### src/irq_seq_map.svh
// constants for the interrupt sequencer: offsets, field positions, reset values, timing counts
// assumes inclusion by bare name from the package and the design file
`ifndef IRQ_SEQ_MAP_SVH
`define IRQ_SEQ_MAP_SVH

`define NUM_SRC 8
`define SRC_W 3
`define PC_W 12
`define SP_W 16
`define STAT_W 8
`define GIE_BIT 7
`define STAT_RST 8'h00
`define SP_RST 16'h0000
`define PC_RST 12'h000
`define VEC_BASE 12'h001
`define LEVEL_MASK_RST 8'h00
`define CLK_MHZ 50
`define ENTRY_NS 80
`define ENTRY_CYC ((`ENTRY_NS * `CLK_MHZ + 999) / 1000)
`define WAKE_NS 80
`define WAKE_CYC ((`WAKE_NS * `CLK_MHZ + 999) / 1000)
`define RETURN_NS 80
`define RETURN_CYC ((`RETURN_NS * `CLK_MHZ + 999) / 1000)
`define JUMP_CYC 3
`define SP_STEP 16'h0002
`define CNT_W 4
// wishbone register offsets
`define REG_STATUS 8'h00
`define REG_ENABLE 8'h04
`define REG_FLAGS 8'h08
`define REG_LEVEL 8'h0C
`define REG_SP 8'h10
`define REG_STATE 8'h14

`endif

### src/irq_seq_pkg.sv
// types for the interrupt sequencer
// assumes irq_seq_map.svh is on the include path
`include "irq_seq_map.svh"

package irq_seq_pkg;

  typedef enum logic [2:0] {
    ST_RUN   = 3'b000,
    ST_WAKE  = 3'b001,
    ST_ENTRY = 3'b010,
    ST_JUMP  = 3'b011,
    ST_RET   = 3'b100
  } seq_state_t;

  // instruction-boundary report from the execution stage
  typedef struct packed {
    logic boundary;
    logic multi_busy;
    logic sei;
    logic cli;
    logic return_from_irq;
    logic sleeping;
  } core_evt_t;

  // entry and return control towards the execution stage
  typedef struct packed {
    logic stall;
    logic push;
    logic pop;
    logic load_pc;
    logic [`PC_W-1:0] vector;
  } core_ctl_t;

endpackage

### src/irq_seq.sv
// interrupt entry and return sequencer for a small 8-bit core, with wishbone register access
// assumes one undivided core clock, pipeline reporting instruction boundaries and enable/disable instructions
// Function
// - core and sequencer run straight on the selected clock, no division.
// - each source has own vector; lower vector address served first.
// - reset ranks highest, external request zero directly below it.
// - source taken only when own enable and global enable are one.
// - accepting an interrupt clears the global enable bit.
// - global enable set inside handler lets enabled requests nest.
// - vectoring clears the request flag of flag-based sources.
// - writing one to a flag clears it; zero leaves it.
// - flag sets even when disabled and holds until serviced or cleared.
// - level sources request only while condition persists.
// - after return, one main-program instruction runs before next service.
// - status flags are neither saved on entry nor restored on return.
// - disable instruction acts at once, even against a simultaneous request.
// - after enable instruction, the next instruction runs before service.
// - entry takes four cycles pushing the program counter, then vector.
// - jump at vector takes three cycles to reach handler.
// - request during multi-cycle instruction waits for its completion.
// - waking from sleep adds four cycles to entry latency.
// - return takes four cycles, pops two bytes, sp plus two, sets enable.
// - entry push lowers stack pointer by two.
// - global enable sits at bit 7 of the status flags register.
`timescale 1ns/1ps
`include "irq_seq_map.svh"

module irq_seq (
  input wire logic mclk_i,
  input wire logic rstn_i,
  input wire logic ce_i,
  input wire logic [`NUM_SRC-1:0] src_evt_i,
  input wire logic [`NUM_SRC-1:0] src_lvl_i,
  input wire irq_seq_pkg::core_evt_t core_evt_i,
  output irq_seq_pkg::core_ctl_t core_ctl_o,
  output logic [`SP_W-1:0] sp_o,
  output logic gie_o,
  output logic [`SRC_W-1:0] irq_src_o,
  output logic busy_o,
  input wire logic wb_cyc_i,
  input wire logic wb_stb_i,
  input wire logic wb_we_i,
  input wire logic [7:0] wb_adr_i,
  input wire logic [3:0] wb_sel_i,
  input wire logic [31:0] wb_dat_i,
  output logic [31:0] wb_dat_o,
  output logic wb_ack_o
);

  localparam logic [`CNT_W-1:0] ENTRY_N = `CNT_W'(`ENTRY_CYC);
  localparam logic [`CNT_W-1:0] WAKE_N = `CNT_W'(`WAKE_CYC);
  localparam logic [`CNT_W-1:0] JUMP_N = `CNT_W'(`JUMP_CYC);
  localparam logic [`CNT_W-1:0] RET_N = `CNT_W'(`RETURN_CYC);

  irq_seq_pkg::seq_state_t state_ff;
  irq_seq_pkg::seq_state_t nxt_state;
  logic [`CNT_W-1:0] cnt_ff;
  logic [`STAT_W-1:0] status_flags_reg_ff;
  logic [`NUM_SRC-1:0] enable_ff;
  logic [`NUM_SRC-1:0] flag_ff;
  logic [`NUM_SRC-1:0] level_mask_ff;
  logic [`SP_W-1:0] sp_ff;
  logic [`SRC_W-1:0] src_ff;
  logic hold_ff;
  logic ack_ff;
  logic [31:0] rdata_ff;

  logic [`NUM_SRC-1:0] pend;
  logic [`NUM_SRC-1:0] flag_clr_sw;
  logic [`NUM_SRC-1:0] flag_clr_hw;
  logic any_pend;
  logic [`SRC_W-1:0] win;
  logic take;
  logic gie_now;
  logic wb_req;
  logic wb_wr;
  logic step;

  // ----------------------------------------------------------------
  // bus strobes
  // ----------------------------------------------------------------
  assign wb_req = wb_cyc_i & wb_stb_i & ~ack_ff;
  assign wb_wr = wb_req & wb_we_i & wb_sel_i[0];
  assign step = ce_i;

  // ----------------------------------------------------------------
  // pending and priority
  // ----------------------------------------------------------------
  // level sources bypass the flag and vanish with their condition
  assign pend = enable_ff & ((flag_ff & ~level_mask_ff) | (src_lvl_i & level_mask_ff));

  // cli cuts the global enable in its own cycle
  assign gie_now = status_flags_reg_ff[`GIE_BIT] & ~core_evt_i.cli;

  always_comb begin
    win = '0;
    // descending scan: lowest index (lowest vector) wins
    for (int i = `NUM_SRC - 1; i >= 0; i--) begin
      if (pend[i]) begin
        win = `SRC_W'(i);
      end
    end
  end

  assign any_pend = |pend;

  // boundary only, not after sei or return, and not mid multi-cycle
  assign take = (state_ff == irq_seq_pkg::ST_RUN) & core_evt_i.boundary & ~core_evt_i.multi_busy
                & ~hold_ff & gie_now & any_pend;

  // ----------------------------------------------------------------
  // sequence state machine
  // ----------------------------------------------------------------
  always_comb begin
    nxt_state = state_ff;
    case (state_ff)
      irq_seq_pkg::ST_RUN: begin
        if (take) begin
          nxt_state = core_evt_i.sleeping ? irq_seq_pkg::ST_WAKE : irq_seq_pkg::ST_ENTRY;
        end else if (core_evt_i.return_from_irq & core_evt_i.boundary) begin
          nxt_state = irq_seq_pkg::ST_RET;
        end
      end
      irq_seq_pkg::ST_WAKE: begin
        if (cnt_ff == WAKE_N - 1'b1) begin
          nxt_state = irq_seq_pkg::ST_ENTRY;
        end
      end
      irq_seq_pkg::ST_ENTRY: begin
        if (cnt_ff == ENTRY_N - 1'b1) begin
          nxt_state = irq_seq_pkg::ST_JUMP;
        end
      end
      irq_seq_pkg::ST_JUMP: begin
        if (cnt_ff == JUMP_N - 1'b1) begin
          nxt_state = irq_seq_pkg::ST_RUN;
        end
      end
      irq_seq_pkg::ST_RET: begin
        if (cnt_ff == RET_N - 1'b1) begin
          nxt_state = irq_seq_pkg::ST_RUN;
        end
      end
      default: begin
        nxt_state = irq_seq_pkg::ST_RUN;
      end
    endcase
  end

  always_ff @(posedge mclk_i or negedge rstn_i) begin
    if (!rstn_i) begin
      state_ff <= irq_seq_pkg::ST_RUN;
    end else if (step) begin
      state_ff <= nxt_state;
    end
  end

  always_ff @(posedge mclk_i or negedge rstn_i) begin
    if (!rstn_i) begin
      cnt_ff <= '0;
    end else if (step) begin
      if (nxt_state != state_ff) begin
        cnt_ff <= '0;
      end else if (state_ff != irq_seq_pkg::ST_RUN) begin
        cnt_ff <= cnt_ff + 1'b1;
      end
    end
  end

  // ----------------------------------------------------------------
  // one-instruction hold after return or sei
  // ----------------------------------------------------------------
  always_ff @(posedge mclk_i or negedge rstn_i) begin
    if (!rstn_i) begin
      hold_ff <= 1'b0;
    end else if (step) begin
      if ((state_ff == irq_seq_pkg::ST_RET) && (nxt_state == irq_seq_pkg::ST_RUN)) begin
        hold_ff <= 1'b1;
      end else if (core_evt_i.sei && core_evt_i.boundary && (state_ff == irq_seq_pkg::ST_RUN)) begin
        hold_ff <= 1'b1;
      end else if (core_evt_i.boundary && (state_ff == irq_seq_pkg::ST_RUN)) begin
        hold_ff <= 1'b0;
      end
    end
  end

  // ----------------------------------------------------------------
  // source latch
  // ----------------------------------------------------------------
  always_ff @(posedge mclk_i or negedge rstn_i) begin
    if (!rstn_i) begin
      src_ff <= '0;
    end else if (step && take) begin
      src_ff <= win;
    end
  end

  // ----------------------------------------------------------------
  // status flags: sequencer touches only the global enable; a bus write to REG_STATUS loads all bits
  // ----------------------------------------------------------------
  always_ff @(posedge mclk_i or negedge rstn_i) begin
    if (!rstn_i) begin
      status_flags_reg_ff <= `STAT_RST;
    end else if (step) begin
      // no save or restore of other bits across entry/return
      if (take) begin
        status_flags_reg_ff[`GIE_BIT] <= 1'b0;
      end else if ((state_ff == irq_seq_pkg::ST_RET) && (cnt_ff == RET_N - 1'b1)) begin
        status_flags_reg_ff[`GIE_BIT] <= 1'b1;
      end else if (core_evt_i.cli) begin
        status_flags_reg_ff[`GIE_BIT] <= 1'b0;
      end else if (core_evt_i.sei) begin
        status_flags_reg_ff[`GIE_BIT] <= 1'b1;
      end else if (wb_wr && (wb_adr_i == `REG_STATUS)) begin
        status_flags_reg_ff <= wb_dat_i[`STAT_W-1:0];
      end
    end
  end

  // ----------------------------------------------------------------
  // request flags, one per source
  // ----------------------------------------------------------------
  assign flag_clr_sw = (wb_wr && (wb_adr_i == `REG_FLAGS)) ? wb_dat_i[`NUM_SRC-1:0] : '0;

  generate
    for (genvar g = 0; g < `NUM_SRC; g++) begin : g_flag
      assign flag_clr_hw[g] = take & (win == `SRC_W'(g)) & ~level_mask_ff[g];
      always_ff @(posedge mclk_i or negedge rstn_i) begin
        if (!rstn_i) begin
          flag_ff[g] <= 1'b0;
        end else if (step) begin
          if (src_evt_i[g]) begin
            flag_ff[g] <= 1'b1;
          end else if (flag_clr_hw[g] || flag_clr_sw[g]) begin
            flag_ff[g] <= 1'b0;
          end
        end
      end
    end
  endgenerate

  // ----------------------------------------------------------------
  // enables, level mask
  // ----------------------------------------------------------------
  always_ff @(posedge mclk_i or negedge rstn_i) begin
    if (!rstn_i) begin
      enable_ff <= '0;
    end else if (step && wb_wr && (wb_adr_i == `REG_ENABLE)) begin
      enable_ff <= wb_dat_i[`NUM_SRC-1:0];
    end
  end

  always_ff @(posedge mclk_i or negedge rstn_i) begin
    if (!rstn_i) begin
      level_mask_ff <= `LEVEL_MASK_RST;
    end else if (step && wb_wr && (wb_adr_i == `REG_LEVEL)) begin
      level_mask_ff <= wb_dat_i[`NUM_SRC-1:0];
    end
  end

  // ----------------------------------------------------------------
  // stack pointer
  // ----------------------------------------------------------------
  always_ff @(posedge mclk_i or negedge rstn_i) begin
    if (!rstn_i) begin
      sp_ff <= `SP_RST;
    end else if (step) begin
      if ((state_ff == irq_seq_pkg::ST_ENTRY) && (cnt_ff == '0)) begin
        sp_ff <= sp_ff - `SP_STEP;
      end else if ((state_ff == irq_seq_pkg::ST_RET) && (cnt_ff == '0)) begin
        sp_ff <= sp_ff + `SP_STEP;
      end else if (wb_wr && (wb_adr_i == `REG_SP)) begin
        sp_ff <= wb_dat_i[`SP_W-1:0];
      end
    end
  end

  // ----------------------------------------------------------------
  // wishbone slave: registered ack one cycle after the strobe, reads registered
  // ----------------------------------------------------------------
  always_ff @(posedge mclk_i or negedge rstn_i) begin
    if (!rstn_i) begin
      ack_ff <= 1'b0;
    end else if (step) begin
      ack_ff <= wb_req;
    end
  end

  always_ff @(posedge mclk_i or negedge rstn_i) begin
    if (!rstn_i) begin
      rdata_ff <= 32'h00000000;
    end else if (step && wb_req) begin
      if (wb_adr_i == `REG_STATUS) begin
        rdata_ff <= {24'h000000, status_flags_reg_ff};
      end else if (wb_adr_i == `REG_ENABLE) begin
        rdata_ff <= {24'h000000, enable_ff};
      end else if (wb_adr_i == `REG_FLAGS) begin
        rdata_ff <= {24'h000000, flag_ff};
      end else if (wb_adr_i == `REG_LEVEL) begin
        rdata_ff <= {24'h000000, level_mask_ff};
      end else if (wb_adr_i == `REG_SP) begin
        rdata_ff <= {16'h0000, sp_ff};
      end else if (wb_adr_i == `REG_STATE) begin
        rdata_ff <= {24'h000000, src_ff, 2'b00, state_ff};
      end else begin
        rdata_ff <= 32'h00000000;
      end
    end
  end

  // ----------------------------------------------------------------
  // outputs
  // ----------------------------------------------------------------
  assign wb_ack_o = ack_ff;
  assign wb_dat_o = rdata_ff;
  assign sp_o = sp_ff;
  assign gie_o = status_flags_reg_ff[`GIE_BIT];
  assign irq_src_o = src_ff;
  assign busy_o = (state_ff != irq_seq_pkg::ST_RUN);
  assign core_ctl_o.stall = (state_ff != irq_seq_pkg::ST_RUN) | take;
  assign core_ctl_o.push = (state_ff == irq_seq_pkg::ST_ENTRY);
  assign core_ctl_o.pop = (state_ff == irq_seq_pkg::ST_RET);
  assign core_ctl_o.load_pc = (state_ff == irq_seq_pkg::ST_JUMP) && (cnt_ff == '0);
  assign core_ctl_o.vector = `VEC_BASE + {{(`PC_W-`SRC_W){1'b0}}, src_ff};

endmodule // irq_seq

### config.mk
export PLATFORM = sky130hd
export DESIGN_NAME = irq_seq
export DESIGN_NICKNAME = d
export VERILOG_FILES = /design/src/irq_seq_pkg.sv /design/src/irq_seq.sv
export VERILOG_INCLUDE_DIRS = /design/src
export SDC_FILE = /design/constraint.sdc
export NUM_CORES = 1
export LEC_CHECK = 0
export ABC_AREA = 0
export ABC_CLOCK_PERIOD_IN_PS = 4250
export BUFFER_PORTS_ARGS = -buffer_cell sky130_fd_sc_hd__buf_2
export CAP_MARGIN = 20
export CELL_PAD_IN_SITES_DETAIL_PLACEMENT = 1
export CELL_PAD_IN_SITES_GLOBAL_PLACEMENT = 1
export CORE_ASPECT_RATIO = 2
export CORE_MARGIN = 1
export CORE_UTILIZATION = 45
export CTS_BUF_LIST = sky130_fd_sc_hd__clkbuf_4
export DETAILED_ROUTE_END_ITERATION = 7
export GPL_TIMING_DRIVEN = 0
export PLACE_DENSITY = 0.87
export SLEW_MARGIN = 20
export SYNTH_ARGS = -nofsm -noshare
export SYNTH_HDL_FRONTEND = slang
export SYNTH_SLANG_ARGS = --single-unit
### constraint.sdc
create_clock -name mclk_i -period 4.25 [get_ports mclk_i]
set_input_delay 0.85 -clock mclk_i [delete_from_list [all_inputs] [get_ports mclk_i]]
set_output_delay 0.85 -clock mclk_i [all_outputs]
set_load 0.02 [all_outputs]
Yosys cells after proc, flatten, opt, wreduce, memory -nomap -nowiden
Cells that the tools add are included.
- multiplexer cells: 52
- add/sub/neg operators: 4
- reductions and logical operators: 56
- bitwise logic cells: 48
- eq/ne operators: 19
- operators by type and width (cell ; count):
    two-way mux 16 bit ; 8
    two-way mux 3 bit ; 14
    AND 1 bit ; 27
    AND 8 bit ; 3
    two-way mux 8 bit ; 3
    AND reduction 2 bit ; 12
    two-way mux 1 bit ; 23
    nonzero test 2 bit ; 9
    adder 16 x 2 -> 16 bit, second input constant ; 1
    == test 8 x 4 -> 1 bit, second input constant ; 2
    == test 8 x 5 -> 1 bit, second input constant ; 2
    logical AND 1 bit ; 16
    subtractor 16 x 2 -> 16 bit, second input constant ; 1
    == test 3 bit, second input constant ; 5
    NOT 1 bit ; 15
    one-hot mux 3 bit (5 select lines) ; 1
    == test 3 x 2 -> 1 bit, second input constant ; 4
    zero test 3 bit ; 3
    nonzero test 3 bit ; 3
    == test 4 x 2 -> 1 bit, second input constant ; 2
    == test 8 x 3 -> 1 bit, second input constant ; 1
    zero test 8 bit ; 1
    logical OR 1 bit ; 8
    two-way mux 4 bit ; 2
    other kinds (12) ; 13
- output and inout port bits: 70
- register bits: 92
- bits of input ports: 72

Logic depth before layout (Yosys ltp)
- depth in word-level cells: 18
- depth in mapped cells: 9
- mapped depth without buffers: 7

Worst setup path after synthesis
Ideal clock, no wire load.
- path kind: in2out
- start: in core_evt_i[4] (netlist name)
- end: out core_ctl_o[15] (netlist name)
- setup slack: 1.410 ns
- buffers on the path: 0
- arrival time: 1.990 ns
- cell stages on the path: 4
- cells stage by stage: nor4b_1 -> nand2_1 -> a41oi_4 -> or2_2
- RTL lines (item ; RTL line ; source):
    start: declaration ; irq_seq.sv:34 ; input wire irq_seq_pkg::core_evt_t core_evt_i,
    end: declaration ; irq_seq.sv:35 ; output irq_seq_pkg::core_ctl_t core_ctl_o,

==> results.yml <==
finish:
  syn_to_final_growth_pct: 18.76
  final_cell_mix: "buf_2, dfrtp_1, o21ai_0"
  nets: 772
  instances_no_fill: 845
  final_common_cell: "buf_2"
  drive_gt1_share_pct: 31.47
power_and_ir_drop:
  power.total_mw: 2.689
  power_leakage_nw: 2.912
  powerDensity_nw_per_um2: 423.8
  ir_worst_vdd_v: 0.0002057
sta:
  fmax_ghz: 0.2895
  timing.final.hold_violations: 0
  rsz0062_at_grt: "false"
  finClkSkew_ns: 0.01961
  period_share_pct: 81.28
  tightest_slew_ns: 0.8249
  slew_viol_final: 0
  period_minus_slack_ns: 3.454
  setup_viol: 0
  final.setup.tns_ns: 0
  slew-limit-headroom_pct: 44.71
setup_path:
  path_cells: "buf_2, nor4b_1, nand2_1, a41oi_4, or2_2, buf_2"
  cp-start-kind: "input port"
  crit_path_max_incr_delay_ns: 0.53
  cp_num_buf_inv: 2
  endpoint_kind: "output port"
  cp.required_ns: 3.40
  crit_arrival_ns: 2.60
  crit_family: "simple AND/OR/NAND/NOR gates"
  worst-setup-path-type: "in2out"
  path_max_fanout: 9
  slowest_stage: "nor4b_1"
  cpMostUsedCell: "buf_2"
route:
  first_iter_violations: 261
  route.detailed.drc: 0
  avgRoutedWirePerCell_um: 23.60
  vias_per_cell: 6.370
  dr.pass1.iters: 4
  detail-route-antenna-nets: 0
  routed_wl_um: 19940
  num_vias: 5383
placed_design:
  dpl.hpwl_um: 15170
  port_buffers: 98
  place.gp.congestion: 0.9350
  place_inst: 828
floorplanning:
  die_w_um: 79.05
  dieArea_um2: 12340
  die_y_um: 156.1
  start_util_pct: 45.93
  ioPinCount: 142
  core_um2: 11630
  rows: 56
clocking:
  clkLatencyLatePin_ns: 0.45
  cts_hold_buf: 0
  cts_max_path_buffers: 2
  cts_sinks: 76
  htree_levels: 3
  clk_pin_slew_ns: 0.14
  post_cts_buffers: 0
  cts_buffers: 9
  cts-root-buf: "clkbuf_4"
  cts_tree: "built"
  cts-resized-gates: 0
worst_hold_path:
  hold_path_class: "in2async"
global_route:
  grt_pass1_wl_um: 30630
  overflow: 0
  grt_pass1_vias: 5699
  antenna_found_initial: 1
  grt_max_degree: 56
  track_usage_pct: 33.16
yosys:
  synth_edf_count: 0
  ys_warn_count: 0
  synthArstFlopShare_pct: 100.0
  synth_cell_type_count: 78
  synth-main-ff-cell: "dfrtp_1"
  ys_seq_elements: 76
  ys_seq_area_share_pct: 35.60
  synth.cell_area_um2: 5343
  syn_avg_cell_area_um2: 9.523
  synth_cells: 561
run_status:
  status: "finished clean"
run:
  maxCapViolCount: 0
-- per-stage QoR --
step	utilization (%)	cell area, um2	setup WS (ns)	hold WS (ns)
floorplan	-	5429	1.410	0.4739
global placement	52.45	6101	0.8187	0.4660
detailed placement	52.71	6131	0.8091	0.4764
CTS	54.49	6337	0.7904	0.2712
global route	54.55	6345	0.6754	0.2768
finish	54.55	6345	0.7956	0.2882
-- power by group --
group,internal [mW],leakage (nW),switching [mW]
logic,0.387,1.83,0.722
clock network,0.369,0.109,0.280
registers,0.816,0.973,0.114
total,1.57,2.91,1.12
-- cell families after synthesis --
family	count (synthesis)	synth area share [%]
buffers and inverters	80	7.845
other	1	0.07019
and+or+nand+nor	175	20.07
AOI/OAI and AO/OA	162	22.11
DFF	76	35.60
muxes	53	11.59
xor gates and xnor gates	8	1.311
adders and majority gates	6	1.405
-- synthesized netlist by cell type (7+ instances only) --
cell       n  area, um2
o22ai_1    9      56.30
nor2_1    24      90.09
clkbuf_1  24      90.09
inv_1     18      67.56
nand4_1    9      56.30
mux2_2    31      349.1
buf_2      9      45.04
dfrtp_1   76       1902
nor4_1     7      43.79
nor3_1    12      60.06
nand3_1   19      95.09
a22oi_1   10      75.07
and3_1    12      75.07
a21oi_1   27      135.1
mux2i_1   12      120.1
nand2_1   31      116.4
a31oi_1    9      56.30
o21ai_0   34      170.2
mux2_4    10      150.1
buf_4     26      195.2
a22o_1    16      140.1
-- sequential cells by signal (all words and copies together), names as in the netlist --
signal,flops
level_mask_ff,8
flag_ff,8
state_ff,3
status_flags_reg_ff,8
wb_ack_o,1
irq_src_o,3
enable_ff,8
wb_dat_o,16
cnt_ff,4
sp_o,16
hold_ff,1
-- per-layer routing --
metal | GRT usage (%) | vias up | part of all wire [%]
met5 | 0 | - | 0
met3 | 4.971 | 114 | 4.1
met1 | 33.40 | 2679 | 34
li1 | - | 2334 | -
met2 | 60.06 | 256 | 54
met4 | 24.24 | 0 | 7.6
-- path summary, 6_finish.rpt --
check | cells past startpoint | start | to | slack (ns)
worst min register to register | 2 | wb_dat_o[1] | wb_dat_o[1] | 0.50
worst min-delay path | 1 | rstn_i | irq_src_o[0] | 0.29
max in group asynchronous | 2 | rstn_i | sp_o[10] | 3.35
worst max register to register | 6 | sp_o[2] | sp_o[15] | 1.64
worst max-delay path | 6 | core_evt_i[4] | core_ctl_o[15] | 0.80
min in group mclk_i | 2 | wb_dat_o[1] | wb_dat_o[1] | 0.50
-- cell type report --
type | count | area, um2
multi-input combinational | 428 | 3113
clock buffer | 11 | 82.58
sequential | 76 | 1902
tap | 145 | 181.4
buffer | 62 | 351.6
inverter | 18 | 67.56
fill | 1439 | 5286
clock inverter | 5 | 123.9
antenna | 1 | 2.502
timing repair buffer | 99 | 520.5
Power figures use the tool's default switching activity.
